[src/sync_word_defines.svh]
// constants for the sync word hunter and bus width detector
// assumes nothing of its includer: macros only, guarded against double inclusion
`ifndef SYNC_WORD_DEFINES_SVH
`define SYNC_WORD_DEFINES_SVH

// sync word bytes, most significant first, in stream (unswapped) order
`define SYNC_BYTE3 8'hAA
`define SYNC_BYTE2 8'h99
`define SYNC_BYTE1 8'h55
`define SYNC_BYTE0 8'h66
`define SYNC_WORD 32'hAA995566

// pad byte seen before the sync word
`define PAD_BYTE 8'hFF

// lane layout of the parallel data pins
`define LANE_BITS 8
`define LOW_LANE_LSB 0
`define HIGH_LANE_LSB 8

// reset values
`define PKT_DATA_RST 16'h0000
`define DISCARD_CNT_W 16
`define DISCARD_CNT_RST 16'h0000

`endif

[src/sync_word_pkg.sv]
// types shared by the sync word detector and its byte swap helper
// assumes sync_word_defines.svh is on the include path
package sync_word_pkg;
`include "sync_word_defines.svh"

	typedef enum logic [2:0] {
		ST_HUNT,
		ST_SEEN_B3,
		ST_SEEN_B3B2,
		ST_SEEN_B3B2B1,
		ST_WIDE_SEEN_B2,
		ST_LOCK_NARROW,
		ST_LOCK_WIDE,
		ST_CLOSED
	} detect_state_type;

	typedef struct packed {
		detect_state_type state;
		logic [15:0] pkt_data;
		logic pkt_valid;
		logic pkt_wide;
		logic [`DISCARD_CNT_W-1:0] discard_cnt;
	} detect_regs_type;

endpackage

[src/sync_word_bus_width_detect.sv]
// parallel configuration front end: hunts the sync word, detects bus width,
// then passes later data at the detected width to the packet processor
// assumes pins are synchronous to clk_sys and write_strobe marks one word per clock
`timescale 1ns/100ps
`include "sync_word_defines.svh"

// Functional notes
// - bus width is found from the sync pattern alone, no width input.
// - match against sync word AA 99 55 66, most significant byte first.
// - low lane AA, 99, 55, 66 on consecutive words locks narrow mode.
// - low lane 99 then 66 on the next word locks wide mode.
// - after lock all further data before config_done is taken at the detected width.
// - nothing reaches the packet processor before sync; earlier words discarded.
// - pin data is bit reversed per byte against the stream; compare accordingly.
// - after sync the stream goes on as commands mixed with configuration data.
// - after a full bitstream has configured, further data is ignored.
// - narrow bus carries byte msb on first_data_pin, lsb on pin seven.
// - wide bus reverses bits within each of its two bytes independently.
module sync_word_bus_width_detect
	import sync_word_pkg::*;
#(
	parameter int DATA_W = 16
)
(
	// clock and reset
	input wire logic clk_sys,
	input wire logic nrst,
	// configuration data pins, bit 0 is first_data_pin
	input wire logic [DATA_W-1:0] cfg_data_pins,
	input wire logic write_strobe,
	// end of configuration from the packet processor
	input wire logic config_done,
	// stream to the packet processor
	output logic [DATA_W-1:0] pkt_data,
	output logic pkt_valid,
	output logic pkt_wide,
	// status
	output logic sync_found,
	output logic bus_wide,
	output logic stream_closed,
	output logic [`DISCARD_CNT_W-1:0] discard_count
);

	////////////////////////////////////////////////////////////////////////////////
	// declarations

	detect_regs_type r_q;
	detect_regs_type r_d;
	logic [DATA_W-1:0] swapped;
	logic [`LANE_BITS-1:0] low_byte;
	logic [`LANE_BITS-1:0] high_byte;
	logic locked;

	////////////////////////////////////////////////////////////////////////////////
	// pin order correction

	lane_bit_swap #(
		.LANES(DATA_W / `LANE_BITS)
	) u_swap (
		.pins(cfg_data_pins),
		.stream(swapped)
	);

	assign low_byte = swapped[`LOW_LANE_LSB +: `LANE_BITS];
	assign high_byte = swapped[`HIGH_LANE_LSB +: `LANE_BITS];

	////////////////////////////////////////////////////////////////////////////////
	// helpers

	// start of a fresh hunt from one low lane byte; used in the idle state
	// and again whenever a partial match breaks, so a breaking byte that
	// itself opens a new match is not lost
	function automatic detect_state_type hunt_start(input logic [7:0] b);
		detect_state_type s;
		s = ST_HUNT;
		if (b == `SYNC_BYTE3)
		begin
			s = ST_SEEN_B3;
		end
		else if (b == `SYNC_BYTE2)
		begin
			s = ST_WIDE_SEEN_B2;
		end
		return s;
	endfunction

	// saturating count of words thrown away before sync
	function automatic logic [`DISCARD_CNT_W-1:0] bump(input logic [`DISCARD_CNT_W-1:0] c);
		logic [`DISCARD_CNT_W-1:0] n;
		n = c;
		if (c != {`DISCARD_CNT_W{1'b1}})
		begin
			n = c + `DISCARD_CNT_W'(1);
		end
		return n;
	endfunction

	////////////////////////////////////////////////////////////////////////////////
	// next state

	always_comb
	begin
		r_d = r_q;
		r_d.pkt_valid = 1'b0;
		unique case (r_q.state)
			ST_HUNT:
			begin
				if (write_strobe)
				begin
					// pads leave the hunt untouched
					if (low_byte != `PAD_BYTE)
					begin
						r_d.state = hunt_start(low_byte);
					end
					r_d.discard_cnt = bump(r_q.discard_cnt);
				end
			end
			ST_SEEN_B3:
			begin
				if (write_strobe)
				begin
					if (low_byte == `SYNC_BYTE2)
					begin
						r_d.state = ST_SEEN_B3B2;
					end
					else
					begin
						r_d.state = hunt_start(low_byte);
					end
					r_d.discard_cnt = bump(r_q.discard_cnt);
				end
			end
			ST_SEEN_B3B2:
			begin
				if (write_strobe)
				begin
					if (low_byte == `SYNC_BYTE1)
					begin
						r_d.state = ST_SEEN_B3B2B1;
					end
					else
					begin
						r_d.state = hunt_start(low_byte);
					end
					r_d.discard_cnt = bump(r_q.discard_cnt);
				end
			end
			ST_SEEN_B3B2B1:
			begin
				if (write_strobe)
				begin
					if (low_byte == `SYNC_BYTE0)
					begin
						r_d.state = ST_LOCK_NARROW;
						r_d.pkt_wide = 1'b0;
					end
					else
					begin
						r_d.state = hunt_start(low_byte);
						r_d.discard_cnt = bump(r_q.discard_cnt);
					end
				end
			end
			ST_WIDE_SEEN_B2:
			begin
				// upper lane carries the other sync bytes and is not checked
				if (write_strobe)
				begin
					if (low_byte == `SYNC_BYTE0)
					begin
						r_d.state = ST_LOCK_WIDE;
						r_d.pkt_wide = 1'b1;
					end
					else
					begin
						r_d.state = hunt_start(low_byte);
						r_d.discard_cnt = bump(r_q.discard_cnt);
					end
				end
			end
			ST_LOCK_NARROW:
			begin
				if (config_done)
				begin
					r_d.state = ST_CLOSED;
				end
				else if (write_strobe)
				begin
					// one stream byte per word, upper pins ignored
					r_d.pkt_data = {{(DATA_W - `LANE_BITS){1'b0}}, low_byte};
					r_d.pkt_valid = 1'b1;
				end
			end
			ST_LOCK_WIDE:
			begin
				if (config_done)
				begin
					r_d.state = ST_CLOSED;
				end
				else if (write_strobe)
				begin
					// upper lane holds the earlier stream byte
					r_d.pkt_data = {high_byte, low_byte};
					r_d.pkt_valid = 1'b1;
				end
			end
			ST_CLOSED:
			begin
				// no way out but reset: later bitstreams must not restart the load
				r_d.state = ST_CLOSED;
			end
		endcase
	end

	////////////////////////////////////////////////////////////////////////////////
	// state register

	always_ff @(posedge clk_sys or negedge nrst)
	begin
		if (!nrst)
		begin
			r_q.state <= ST_HUNT;
			r_q.pkt_data <= `PKT_DATA_RST;
			r_q.pkt_valid <= 1'b0;
			r_q.pkt_wide <= 1'b0;
			r_q.discard_cnt <= `DISCARD_CNT_RST;
		end
		else
		begin
			r_q <= r_d;
		end
	end

	////////////////////////////////////////////////////////////////////////////////
	// outputs

	assign locked = (r_q.state == ST_LOCK_NARROW) || (r_q.state == ST_LOCK_WIDE);

	assign pkt_data = r_q.pkt_data;
	assign pkt_valid = r_q.pkt_valid;
	assign pkt_wide = r_q.pkt_wide;
	assign sync_found = locked || (r_q.state == ST_CLOSED);
	assign bus_wide = r_q.pkt_wide;
	assign stream_closed = (r_q.state == ST_CLOSED);
	assign discard_count = r_q.discard_cnt;

endmodule // sync_word_bus_width_detect

[src/lane_bit_swap.sv]
// reverses bit order inside each byte lane of a parallel data bus
// assumes pin 0 of every lane carries that byte's most significant bit
`timescale 1ns/100ps
`include "sync_word_defines.svh"

module lane_bit_swap
	import sync_word_pkg::*;
#(
	parameter int LANES = 2
)
(
	// pin side
	input wire logic [LANES*`LANE_BITS-1:0] pins,
	// stream side
	output logic [LANES*`LANE_BITS-1:0] stream
);

	always_comb
	begin
		for (int l = 0; l < LANES; l++)
		begin
			for (int b = 0; b < `LANE_BITS; b++)
			begin
				stream[l*`LANE_BITS + b] = pins[l*`LANE_BITS + (`LANE_BITS - 1 - b)];
			end
		end
	end

endmodule // lane_bit_swap

[config.mk]
export PLATFORM = sky130hd
export DESIGN_NAME = sync_word_bus_width_detect
export DESIGN_NICKNAME = d
export VERILOG_FILES = /design/src/sync_word_pkg.sv /design/src/sync_word_bus_width_detect.sv /design/src/lane_bit_swap.sv
export VERILOG_INCLUDE_DIRS = /design/src
export SDC_FILE = /design/constraint.sdc
export NUM_CORES = 1
export LEC_CHECK = 0
export BUFFER_PORTS_ARGS = -buffer_cell sky130_fd_sc_hd__buf_4
export CORE_ASPECT_RATIO = 1.2
export CORE_MARGIN = 2
export CORE_UTILIZATION = 31
export CTS_CLUSTER_SIZE = 10
export DETAILED_ROUTE_END_ITERATION = 6
export GPL_TIMING_DRIVEN = 0
export SLEW_MARGIN = 20
export SYNTH_ARGS = -nofsm -noshare
export SYNTH_HDL_FRONTEND = slang
export SYNTH_SLANG_ARGS = --single-unit
export TNS_END_PERCENT = 1
[constraint.sdc]
create_clock -name clk_sys -period 2.4 [get_ports clk_sys]
set_clock_uncertainty 0.15 [all_clocks]
set_input_delay 0 -clock clk_sys [delete_from_list [all_inputs] [get_ports clk_sys]]
set_output_delay 0 -clock clk_sys [all_outputs]
set_load 0.01 [all_outputs]
==> qor.csv, run 1 <==
stage,metric,value,unit
outcome,outcome,"complete, no violations",
placed_design,place_hpwl,3150,um
cts,tritoncts,built,
synth,avgSynthCellArea,9.94,um^2
timing,number_of_endpoints_failing_setup_at_the_final_stage,0,
detailed_routing,initialDrtViolationCount,73,
setup_path,crit_type,input pin to flop,
synth,synth-edff-count,0,
synth,synth_ff_type,sky130_fd_sc_hd__dfrtp_1,
timing,worst_slack,0.191,ns
cells_and_area,proportion_of_layout_cells_with_a_drive_suffix_above_1,0.408,
timing,finalMaxSlewViolations,0,
cells_and_area,signed_area_change_from_the_synthesized_netlist_to_the_final_layout,39.2,%
cts,max-clock-path-buffers,2,
setup_path,worst_ep_required_time,2.48,ns
synth,flip_flop_and_latch_count_after_synthesis,37,
cells_and_area,final_area,2850,um^2
cts,ctsRootBufferMaster,sky130_fd_sc_hd__clkbuf_8,
timing,final.min_clock_period,2.21,ns
cts,number_of_clock_buffers_inserted_by_tritoncts,5,
grt,busiest_layer,met2,
power_and_ir_drop,irDropWorstVdd,0.364,mV
grt,grt_antenna_before_repair,0,
cts,post_cts_buffers,0,
detailed_routing,drc_errors,0,
detailed_routing,dr_total_vias,1693,
cts,ctsHtreeMaxLevel,2,
cts,clk_transition_reported_paths,0.08,ns
detailed_routing,routedWlPerCell,11.8,um
run,max-cap-violations,0,
floorplan,initial_utilization,0.320,
cells_and_area,num-nets-final,309,
placed_design,postPlaceCellArea,2570,um^2
timing,hold_slack,0.0632,ns
setup_path,critPathMaxStageDelay,0.56,ns
synth,synthDominantCellAreaShare,0.452,
floorplan,rows,32,
setup_path,critPathMostFrequentCell,sky130_fd_sc_hd__dlygate4sd3_1,
grt,gr-usage-met3,0.0376,
setup_path,critical_path.endpoint_type,flop,
floorplan,die-area,7280,um^2
synth,ys_warn_count,0,
grt,groute.layer.met1.usage,0.151,
placed_design,gp_routability_congestion,0.741,
synth,ys_types,34,
cts,cts_sinks,37,
cells_and_area,num_antenna_cells,0,
power_and_ir_drop,cellLeakagePower,1.34,nW
grt,groute.layer.met2.usage,0.228,
timing,final.setup.tns,0,ns
setup_path,critPathSlowestCell,sky130_fd_sc_hd__dlygate4sd3_1,
power_and_ir_drop,powerDensity,630,nW/um^2
synth,post-synth-top-area-cell,sky130_fd_sc_hd__dfrtp_1,
placed_design,dpl_worst_slack,0.302,ns
synth,most_used_standard_cell_by_instance_count_after_synthesis,sky130_fd_sc_hd__dfrtp_1,
synth,synthesis.area,2050,um^2
setup_path,cp_cell_sequence,dlygate4sd3_1 > buf_4 > and4bb_2 > or4b_4 > o21ai_1 > a21oi_1 > a31oi_1 > dlygate4sd3_1,
grt,globalRouteTotalUtil,0.130,
power_and_ir_drop,power,1.80,mW
floorplan,core_area,6410,um^2
cts,clk_latency,0.28,ns
synth,sequential_element_share_of_the_synthesized_area,0.452,
timing,max_freq,453,MHz
hold_path,hp-class,input pin to async pin,
placed_design,place.port_buffers,56,
grt,largest_net_degree_at_the_start_of_global_routing,38,
setup_path,worst_ep_arrival_time,2.28,ns
detailed_routing,viasPerCell,4.53,
detailed_routing,drtPass1Iterations,4,
grt,wire_length_of_the_first_global_routing_pass,7540,um
timing,final-hold-violation-count,0,
timing,tightest_slew,0.895,ns
floorplan,design.portCount,57,
timing,rsz0062_at_grt,no,
grt,via_count_of_the_first_global_routing_pass,1637,
synth,synth_commonest_cells,"sky130_fd_sc_hd__dfrtp_1 (37), sky130_fd_sc_hd__buf_4 (34), sky130_fd_sc_hd__nand2_1 (25)",
floorplan,die_x,78.2,um
detailed_routing,routed_wirelength,4410,um
synth,async_sr_flop_fraction,1.00,
setup_path,path_max_fanout,4,
synth,ys_top_cells_by_area,"sky130_fd_sc_hd__dfrtp_1 (45%), sky130_fd_sc_hd__buf_4 (12%), sky130_fd_sc_hd__mux2_2 (4.9%), sky130_fd_sc_hd__xnor2_1 (4.7%), sky130_fd_sc_hd__nand2_1 (4.6%)",
grt,overflow,0,
timing,finalCritPeriodShare,0.921,
synth,synth_cells,206,
timing,max-slew-margin-rel,0.399,
floorplan,floorplan.die.height,93.0,um
setup_path,critical_path.startpoint_type,input pin,
synth,synth_nets,227,
detailed_routing,route.antenna.remaining_nets,0,
==> kinds of logic after synthesis <==
group	after synthesis	synth area share
and+or+nand+nor	72	0.186
xor gates and xnor gates	12	0.0513
adders and majority gates	1	0.00611
muxes	12	0.0715
DFF	37	0.452
buffers and inverters	42	0.145
AOI/OAI and AO/OA	30	0.0886
==> cell usage in the layout (no fill, tap or decap) <==
cell type                       Yosys  final
sky130_fd_sc_hd__a21oi_1            6      6
sky130_fd_sc_hd__a31oi_1            3      3
sky130_fd_sc_hd__a32oi_1            1      1
sky130_fd_sc_hd__a41oi_1            1      1
sky130_fd_sc_hd__and2_1             3      3
sky130_fd_sc_hd__and3_1             3      3
sky130_fd_sc_hd__and4bb_2           3      3
sky130_fd_sc_hd__buf_2              3      3
sky130_fd_sc_hd__buf_4             34     90
sky130_fd_sc_hd__buf_6              1      1
sky130_fd_sc_hd__clkbuf_1           1      2
sky130_fd_sc_hd__clkbuf_8           0      5
sky130_fd_sc_hd__clkinv_2           0      2
sky130_fd_sc_hd__dfrtp_1           37     37
sky130_fd_sc_hd__dlygate4sd3_1      0     19
sky130_fd_sc_hd__ha_1               1      1
sky130_fd_sc_hd__inv_1              3      3
sky130_fd_sc_hd__mux2_2             9      9
sky130_fd_sc_hd__mux2_4             3      3
sky130_fd_sc_hd__nand2_1           25     25
sky130_fd_sc_hd__nand2b_1           2      2
sky130_fd_sc_hd__nand3_1           10     10
sky130_fd_sc_hd__nand4_1           11     11
sky130_fd_sc_hd__nor2_1             6      6
sky130_fd_sc_hd__nor3_1             5      5
sky130_fd_sc_hd__o21a_1             2      2
sky130_fd_sc_hd__o21ai_0           13     12
sky130_fd_sc_hd__o21ai_1            0      1
sky130_fd_sc_hd__o21ba_2            1      1
sky130_fd_sc_hd__o31ai_1            1      1
sky130_fd_sc_hd__o32ai_1            1      1
sky130_fd_sc_hd__o41ai_1            1      1
sky130_fd_sc_hd__or2_1              1      1
sky130_fd_sc_hd__or3_1              1      1
sky130_fd_sc_hd__or4b_1             1      1
sky130_fd_sc_hd__or4b_4             0      1
sky130_fd_sc_hd__xnor2_1           11     11
sky130_fd_sc_hd__xor2_1             1      1
==> repair_timing <==
| action | CTS | global route |
|---|---|---|
| hold buffers | 19 | 0 |
| endpoints found under the setup margin | 0 | 1 |
| resized for setup | 0 | 2 |
| endpoints found under the hold margin | 55 | 0 |
==> registers in the layout, summed over array words and instances, names as in the netlist <==
| signal | flops |
|---|---|
| pkt_valid | 1 |
| bus_wide | 1 |
| r_q | 3 |
| discard_count | 16 |
| pkt_data | 16 |
==> metal layers <==
metal,wire (um),part of all wire
met1,1860,0.42
met2,2190,0.50
met3,294,0.067
met4,65,0.015
met5,0,0
==> path summary, 6_finish.rpt <==
path                                                   start  slack [ns]  depth (start not counted)                      endpoint
worst min register to register      pkt_data[10]$_DFFE_PN0P_        0.33                          2      pkt_data[10]$_DFFE_PN0P_
worst min-delay path                                    nrst        0.06                          2  discard_count[1]$_DFFE_PN0P_
worst max-delay path                        cfg_data_pins[0]        0.19                          8           r_q[36]$_DFFE_PN0P_
worst max register to register  discard_count[0]$_DFFE_PN0P_        0.30                          7  discard_count[4]$_DFFE_PN0P_
max in group asynchronous                               nrst        1.70                          2       pkt_data[9]$_DFFE_PN0P_
min in group clk_sys                             config_done        0.14                          4       pkt_data[1]$_DFFE_PN0P_
==> worst max-delay path, delay by kind of cell <==
kind,cells,cell delay (ns)
AO/OA/AOI/OAI,3,0.34
AND/OR/NAND/NOR,2,0.74
buffers and inverters,3,1.21
==> where the power goes <==
part / leakage, nW / internal, mW / total [mW] / switching [mW]
Sequential: 0.494 / 0.716 / 0.822 / 0.106
Combinational: 0.800 / 0.351 / 0.552 / 0.201
Clock: 0.0450 / 0.201 / 0.422 / 0.221
==> area by class of cell <==
cell class	count	area, um^2
sequential	37	926
tap	85	106
buffer	39	285
clock inverter	2	10.0
multi-input combinational	127	830
timing repair buffer	75	611
fill	645	3550
clock buffer	6	72.6
inverter	3	11.3
==> metrics by stage <==
| step | util | instances |
|---|---|---|
| 6_report | 0.445 | 374 |
| 5_1_grt | 0.445 | 374 |
| 4_1_cts | 0.445 | 374 |
| 3_5_place_dp | 0.402 | 347 |
| 3_3_place_gp | 0.402 | 347 |
| 2_1_floorplan | - | 206 |
Note: power is estimated with default switching activity, not from simulation.
==> inputs of run 2 (changes only) <==
- CORE_ASPECT_RATIO: 1.2 -> unset
==> run 2 against run 1 <==
Critical path depth did not move. Utilization fell by 0.096 points. Total power fell by 0.92%. Sequential cell count did not move. Final area fell by 0.53%. Critical path type unchanged. Global-route usage fell by 0.67 points. Clock-buffer cell count fell by 1. Sequential power barely moved.
==> qor.csv, run 2 (synthesis gave the netlist of run 1 again) <==
stage,metric,value,unit
setup_path,critical_path.top_delay_family,buffers and inverters,
power_and_ir_drop,cellLeakagePower,1.34,nW
setup_path,worst_ep_required_time,2.47,ns
grt,overflow,0,
power_and_ir_drop,power.clock.fraction,0.226,
floorplan,initial_utilization,0.321,
grt,wire_length_of_the_first_global_routing_pass,7250,um
detailed_routing,drtPass1Iterations,4,
power_and_ir_drop,power_report.internal_total,1.26,mW
hold_path,hp-class,input pin to async pin,
setup_path,critPathMaxStageDelay,0.56,ns
detailed_routing,dr_total_vias,1714,
timing,tightest_slew,0.965,ns
grt,grt_antenna_before_repair,0,
cells_and_area,proportion_of_layout_cells_with_a_drive_suffix_above_1,0.411,
power_and_ir_drop,comb_power_share,0.311,
timing,number_of_endpoints_failing_setup_at_the_final_stage,0,
cells_and_area,nFillCells,632,
cells_and_area,seq_area,926,um^2
cts,post_cts_buffers,0,
cts,ctsRootBufferMaster,sky130_fd_sc_hd__clkbuf_8,
setup_path,reg2reg_slack,0.29,ns
cells_and_area,signed_area_change_from_the_synthesized_netlist_to_the_final_layout,38.5,%
timing,finalCritPeriodShare,0.925,
setup_path,critPathMostFrequentCell,sky130_fd_sc_hd__dlygate4sd3_1,
cells_and_area,layout_commonest_cell,sky130_fd_sc_hd__buf_4,
cells_and_area,num-nets-final,309,
cts,max-clock-path-buffers,2,
cts,ctsHtreeMaxLevel,2,
power_and_ir_drop,powerDensity,627,nW/um^2
setup_path,worst-path-buf-inv,3,
cells_and_area,final_cell_mix,"sky130_fd_sc_hd__buf_4 (90), sky130_fd_sc_hd__dfrtp_1 (37), sky130_fd_sc_hd__nand2_1 (25)",
placed_design,gp_routability_congestion,0.853,
timing,final.setup.tns,0,ns
setup_path,timing.critical_path.to,r_q[36]$_DFFE_PN0P_,
floorplan,die-area,7270,um^2
power_and_ir_drop,net-switching-power,0.522,mW
power_and_ir_drop,power.share.sequential,0.462,
floorplan,floorplan.die.height,85.3,um
setup_path,r2r_start,discard_count[1]$_DFFE_PN0P_,
timing,final-hold-violation-count,0,
grt,largest_net_degree_at_the_start_of_global_routing,38,
setup_path,crit_type,input pin to flop,
floorplan,rows,29,
setup_path,ff_to_ff_path_depth,7,
cells_and_area,final_cell_count_without_fillers,364,
detailed_routing,drc_errors,0,
run,max-cap-violations,0,
cts,clk_transition_reported_paths,0.07,ns
placed_design,dpl.cell_count,339,
setup_path,crit-reg2reg-capture,discard_count[4]$_DFFE_PN0P_,
floorplan,core_area,6390,um^2
cts,tritoncts,built,
setup_path,timing.critical_path.depth,8,
detailed_routing,initialDrtViolationCount,95,
detailed_routing,viasPerCell,4.71,
timing,finalMaxSlewViolations,0,
setup_path,cp_cell_sequence,dlygate4sd3_1 > buf_4 > and4bb_2 > or4b_4 > o21ai_2 > a21oi_1 > a31oi_1 > dlygate4sd3_1,
cts,clk_latency,0.29,ns
cells_and_area,num_antenna_cells,0,
timing,max_freq,450,MHz
setup_path,critical_path.startpoint_type,input pin,
floorplan,die_x,85.3,um
setup_path,critical_path.endpoint_type,flop,
power_and_ir_drop,power_switching_share,0.293,
setup_path,setup.worst_path.start,cfg_data_pins[4],
detailed_routing,routedWlPerCell,12.6,um
placed_design,place.port_buffers,56,
cts,number_of_clock_buffers_inserted_by_tritoncts,5,
setup_path,worst_ep_arrival_time,2.30,ns
timing,final.min_clock_period,2.22,ns
timing,rsz0062_at_grt,no,
grt,globalRouteTotalUtil,0.123,
cts,cts_sinks,37,
detailed_routing,routed_wirelength,4580,um
cells_and_area,total_area_of_multi_input_combinational_cells,833,um^2
outcome,outcome,"complete, no violations",
cells_and_area,finalCoreUtilization,0.444,
setup_path,critPathSlowestCell,sky130_fd_sc_hd__dlygate4sd3_1,
placed_design,place_hpwl,3220,um
timing,max-slew-margin-rel,0.352,
setup_path,path_max_fanout,4,
detailed_routing,route.antenna.remaining_nets,0,
power_and_ir_drop,irDropWorstVdd,0.432,mV
grt,via_count_of_the_first_global_routing_pass,1558,
floorplan,design.portCount,57,
[run 2: cell type report]
class	instances	area share
multi-input combinational	127	0.294
inverter	3	0.00397
clock buffer	5	0.0243
clock inverter	1	0.00176
timing repair buffer	75	0.215
buffer	39	0.101
sequential	37	0.326
tap	77	0.0340
[run 2: worst min-delay path by stage]
stage | startpoint | endpoint | slack [ns] | cells past startpoint
final | nrst | discard_count[15]$_DFFE_PN0P_ | 0.06 | 2
after detailed placement | nrst | discard_count[15]$_DFFE_PN0P_ | -0.14 | 1
after floorplan | nrst | bus_wide$_DFFE_PN0P_ | -0.45 | 0
after global routing | nrst | pkt_data[1]$_DFFE_PN0P_ | 0.10 | 2
after global placement | nrst | discard_count[15]$_DFFE_PN0P_ | -0.15 | 1
after CTS | nrst | discard_count[15]$_DFFE_PN0P_ | 0.07 | 2
[run 2: repair_timing]
item,in CTS,in global routing
hold endpoints to repair,55,0
hold buffers,19,0
gates resized for setup,0,3
setup endpoints to repair,0,1
[run 2: power groups by stage]
| stage | clock (mW) | combinational (mW) | sequential, mW |
|---|---|---|---|
| finish | 0.403 | 0.554 | 0.822 |
| global placement | 0 | 0.527 | 0.831 |
| CTS | 0.424 | 0.561 | 0.822 |
| floorplan | 0 | 0.335 | 0.807 |
| global route | 0.443 | 0.604 | 0.840 |
| detailed placement | 0 | 0.534 | 0.834 |
[run 2: routing by layer]
layer	global-route usage	routed length (um)	part of all wire
met4	0.0404	69	0.015
met3	0.0350	247	0.054
met1	0.160	2100	0.46
met2	0.198	2160	0.47
met5	0	0	0
[run 2: stage by stage]
stage | hold slack (ns) | power, mW | setup WS (ns) | instance area [um^2]
after global routing | 0.104 | 1.89 | 0.114 | 2840
after CTS | 0.0718 | 1.81 | 0.00932 | 2830
final | 0.0559 | 1.78 | 0.179 | 2840
after floorplan | -0.446 | 1.14 | 0.444 | 2050
after detailed placement | -0.145 | 1.37 | 0.318 | 2560
after global placement | -0.151 | 1.36 | 0.307 | 2560
==> inputs of run 3 (changes only) <==
- RECOVER_POWER: unset -> 25
- SKIP_CTS_REPAIR_TIMING: unset -> 1
==> run 3 against run 2 <==
Combinational power about the same. Critical path type unchanged. Critical endpoint unchanged. Hold slack better by 0.080 ns. Sequential share of layout area grew 0.12 points. Sequential cell count is the same. Maximum frequency down 1.2%. Cell count did not move. Setup slack worse by 0.027 ns. First-iteration DRC count decreased by 1.1%. Via count up 0.29%. Register-to-register slack hardly changed. Total power down 0.13%.
==> qor.csv, run 3 (synthesis gave the netlist of run 1 again) <==
stage,metric,value,unit
outcome,outcome,"complete, no violations",
setup_path,cp_cell_sequence,dlygate4sd3_1 > buf_4 > or4b_2 > o21ai_0 > a21oi_1 > a31oi_1 > dlygate4sd3_1,
grt,via_count_of_the_first_global_routing_pass,1504,
cts,ctsRootBufferMaster,sky130_fd_sc_hd__clkbuf_8,
cells_and_area,layout_commonest_cell,sky130_fd_sc_hd__buf_4,
cts,number_of_clock_buffers_inserted_by_tritoncts,5,
placed_design,dpl_worst_slack,0.318,ns
cells_and_area,num_antenna_cells,0,
floorplan,rows,29,
setup_path,worst-path-buf-inv,3,
timing,number_of_endpoints_failing_setup_at_the_final_stage,0,
detailed_routing,dr_total_vias,1719,
cells_and_area,seq_area,926,um^2
placed_design,gp_routability_congestion,0.853,
floorplan,die-area,7270,um^2
timing,finalCritPeriodShare,0.936,
power_and_ir_drop,irDropWorstVdd,0.430,mV
placed_design,place.port_buffers,56,
detailed_routing,viasPerCell,4.72,
grt,globalRouteTotalUtil,0.120,
setup_path,critPathSlowestCell,sky130_fd_sc_hd__or4b_2,
timing,worst_slack,0.153,ns
setup_path,worst_ep_arrival_time,2.32,ns
grt,overflow,0,
setup_path,critPathMaxStageDelay,0.69,ns
setup_path,worst_ep_required_time,2.48,ns
setup_path,critical_path.top_delay_family,buffers and inverters,
detailed_routing,routed_wirelength,4570,um
power_and_ir_drop,cellLeakagePower,1.33,nW
setup_path,critical_path.startpoint_type,input pin,
run,max-cap-violations,0,
setup_path,reg2reg_slack,0.29,ns
cells_and_area,final_cell_count_without_fillers,364,
placed_design,place_hpwl,3220,um
floorplan,initial_utilization,0.321,
detailed_routing,routedWlPerCell,12.6,um
grt,largest_net_degree_at_the_start_of_global_routing,38,
power_and_ir_drop,powerDensity,629,nW/um^2
cells_and_area,proportion_of_layout_cells_with_a_drive_suffix_above_1,0.408,
floorplan,die_x,85.3,um
cts,tritoncts,built,
cells_and_area,signed_area_change_from_the_synthesized_netlist_to_the_final_layout,38.0,%
timing,final.min_clock_period,2.25,ns
cts,ctsHtreeMaxLevel,2,
timing,tightest_slew,1.06,ns
detailed_routing,route.antenna.remaining_nets,0,
timing,rsz0062_at_grt,no,
timing,max-slew-margin-rel,0.286,
setup_path,path_max_fanout,5,
timing,final-hold-violation-count,0,
cells_and_area,num-nets-final,309,
setup_path,critPathMostFrequentCell,sky130_fd_sc_hd__dlygate4sd3_1,
detailed_routing,drtPass1Iterations,4,
floorplan,floorplan.die.height,85.3,um
cells_and_area,total_area_of_multi_input_combinational_cells,826,um^2
timing,finalMaxSlewViolations,0,
detailed_routing,initialDrtViolationCount,94,
timing,final.setup.tns,0,ns
timing,max_freq,445,MHz
setup_path,crit_type,input pin to flop,
cts,cts_sinks,37,
floorplan,design.portCount,57,
cts,clk_transition_reported_paths,0.07,ns
hold_path,hp-class,input pin to flop,
grt,wire_length_of_the_first_global_routing_pass,7050,um
cts,clk_latency,0.28,ns
detailed_routing,drc_errors,0,
cells_and_area,final_cell_mix,"sky130_fd_sc_hd__buf_4 (89), sky130_fd_sc_hd__dfrtp_1 (37), sky130_fd_sc_hd__nand2_1 (25)",
cells_and_area,nFillCells,635,
setup_path,critical_path.endpoint_type,flop,
grt,grt_antenna_before_repair,0,
floorplan,core_area,6390,um^2
cts,max-clock-path-buffers,2,
placed_design,dpl.cell_count,339,
==> run 3: metrics by stage <==
| stage | total power [mW] | hold slack [ns] | cell area [um^2] | util |
|---|---|---|---|---|
| after detailed placement | 1.37 | -0.145 | 2560 | 0.402 |
| after global placement | 1.36 | -0.151 | 2560 | 0.402 |
| after floorplan | 1.14 | -0.446 | 2050 | - |
| after global routing | 1.88 | 0.171 | 2830 | 0.443 |
| after CTS | 1.78 | -0.465 | 2640 | 0.413 |
| final | 1.78 | 0.136 | 2830 | 0.443 |
==> run 3: cell type report <==
class / count / share of cell area
Buffer: 39 / 0.101
Clock buffer: 5 / 0.0243
Clock inverter: 1 / 0.00177
Inverter: 3 / 0.00398
Multi-Input combinational cell: 127 / 0.292
Sequential cell: 37 / 0.328
Tap cell: 77 / 0.0341
Timing Repair Buffer: 75 / 0.215
==> run 3: path summary, 6_finish.rpt <==
check | from | end | cells past startpoint
setup / recovery | cfg_data_pins[6] | r_q[36]$_DFFE_PN0P_ | 7
hold / removal | config_done | pkt_data[1]$_DFFE_PN0P_ | 4
setup reg to reg | discard_count[1]$_DFFE_PN0P_ | discard_count[4]$_DFFE_PN0P_ | 7
hold reg to reg | pkt_data[10]$_DFFE_PN0P_ | pkt_data[10]$_DFFE_PN0P_ | 2
max in group asynchronous | nrst | pkt_data[5]$_DFFE_PN0P_ | 2
min in group asynchronous | nrst | discard_count[15]$_DFFE_PN0P_ | 2
==> run 3: report_power, final <==
group          internal [mW]  switching (mW)
logic                  0.350           0.202
clock network          0.191           0.212
registers              0.716           0.106
total                   1.26           0.520
==> run 3: worst reg2reg max path: stages (launching register included) <==
cell and delay, ns:
sky130_fd_sc_hd__dfrtp_1 0.46, sky130_fd_sc_hd__ha_1 0.27, sky130_fd_sc_hd__nand3_1 0.15, sky130_fd_sc_hd__o41ai_1 0.33, sky130_fd_sc_hd__o21ba_2 0.24, sky130_fd_sc_hd__buf_2 0.19, sky130_fd_sc_hd__nand4_1 0.12, sky130_fd_sc_hd__xnor2_1 0.12
==> run 3: routing by layer <==
layer	share of wire	track usage	routed length (um)
met5	0	0	0
met3	0.060	0.0370	272
met1	0.45	0.157	2080
met2	0.47	0.192	2140
met4	0.017	0.0346	77
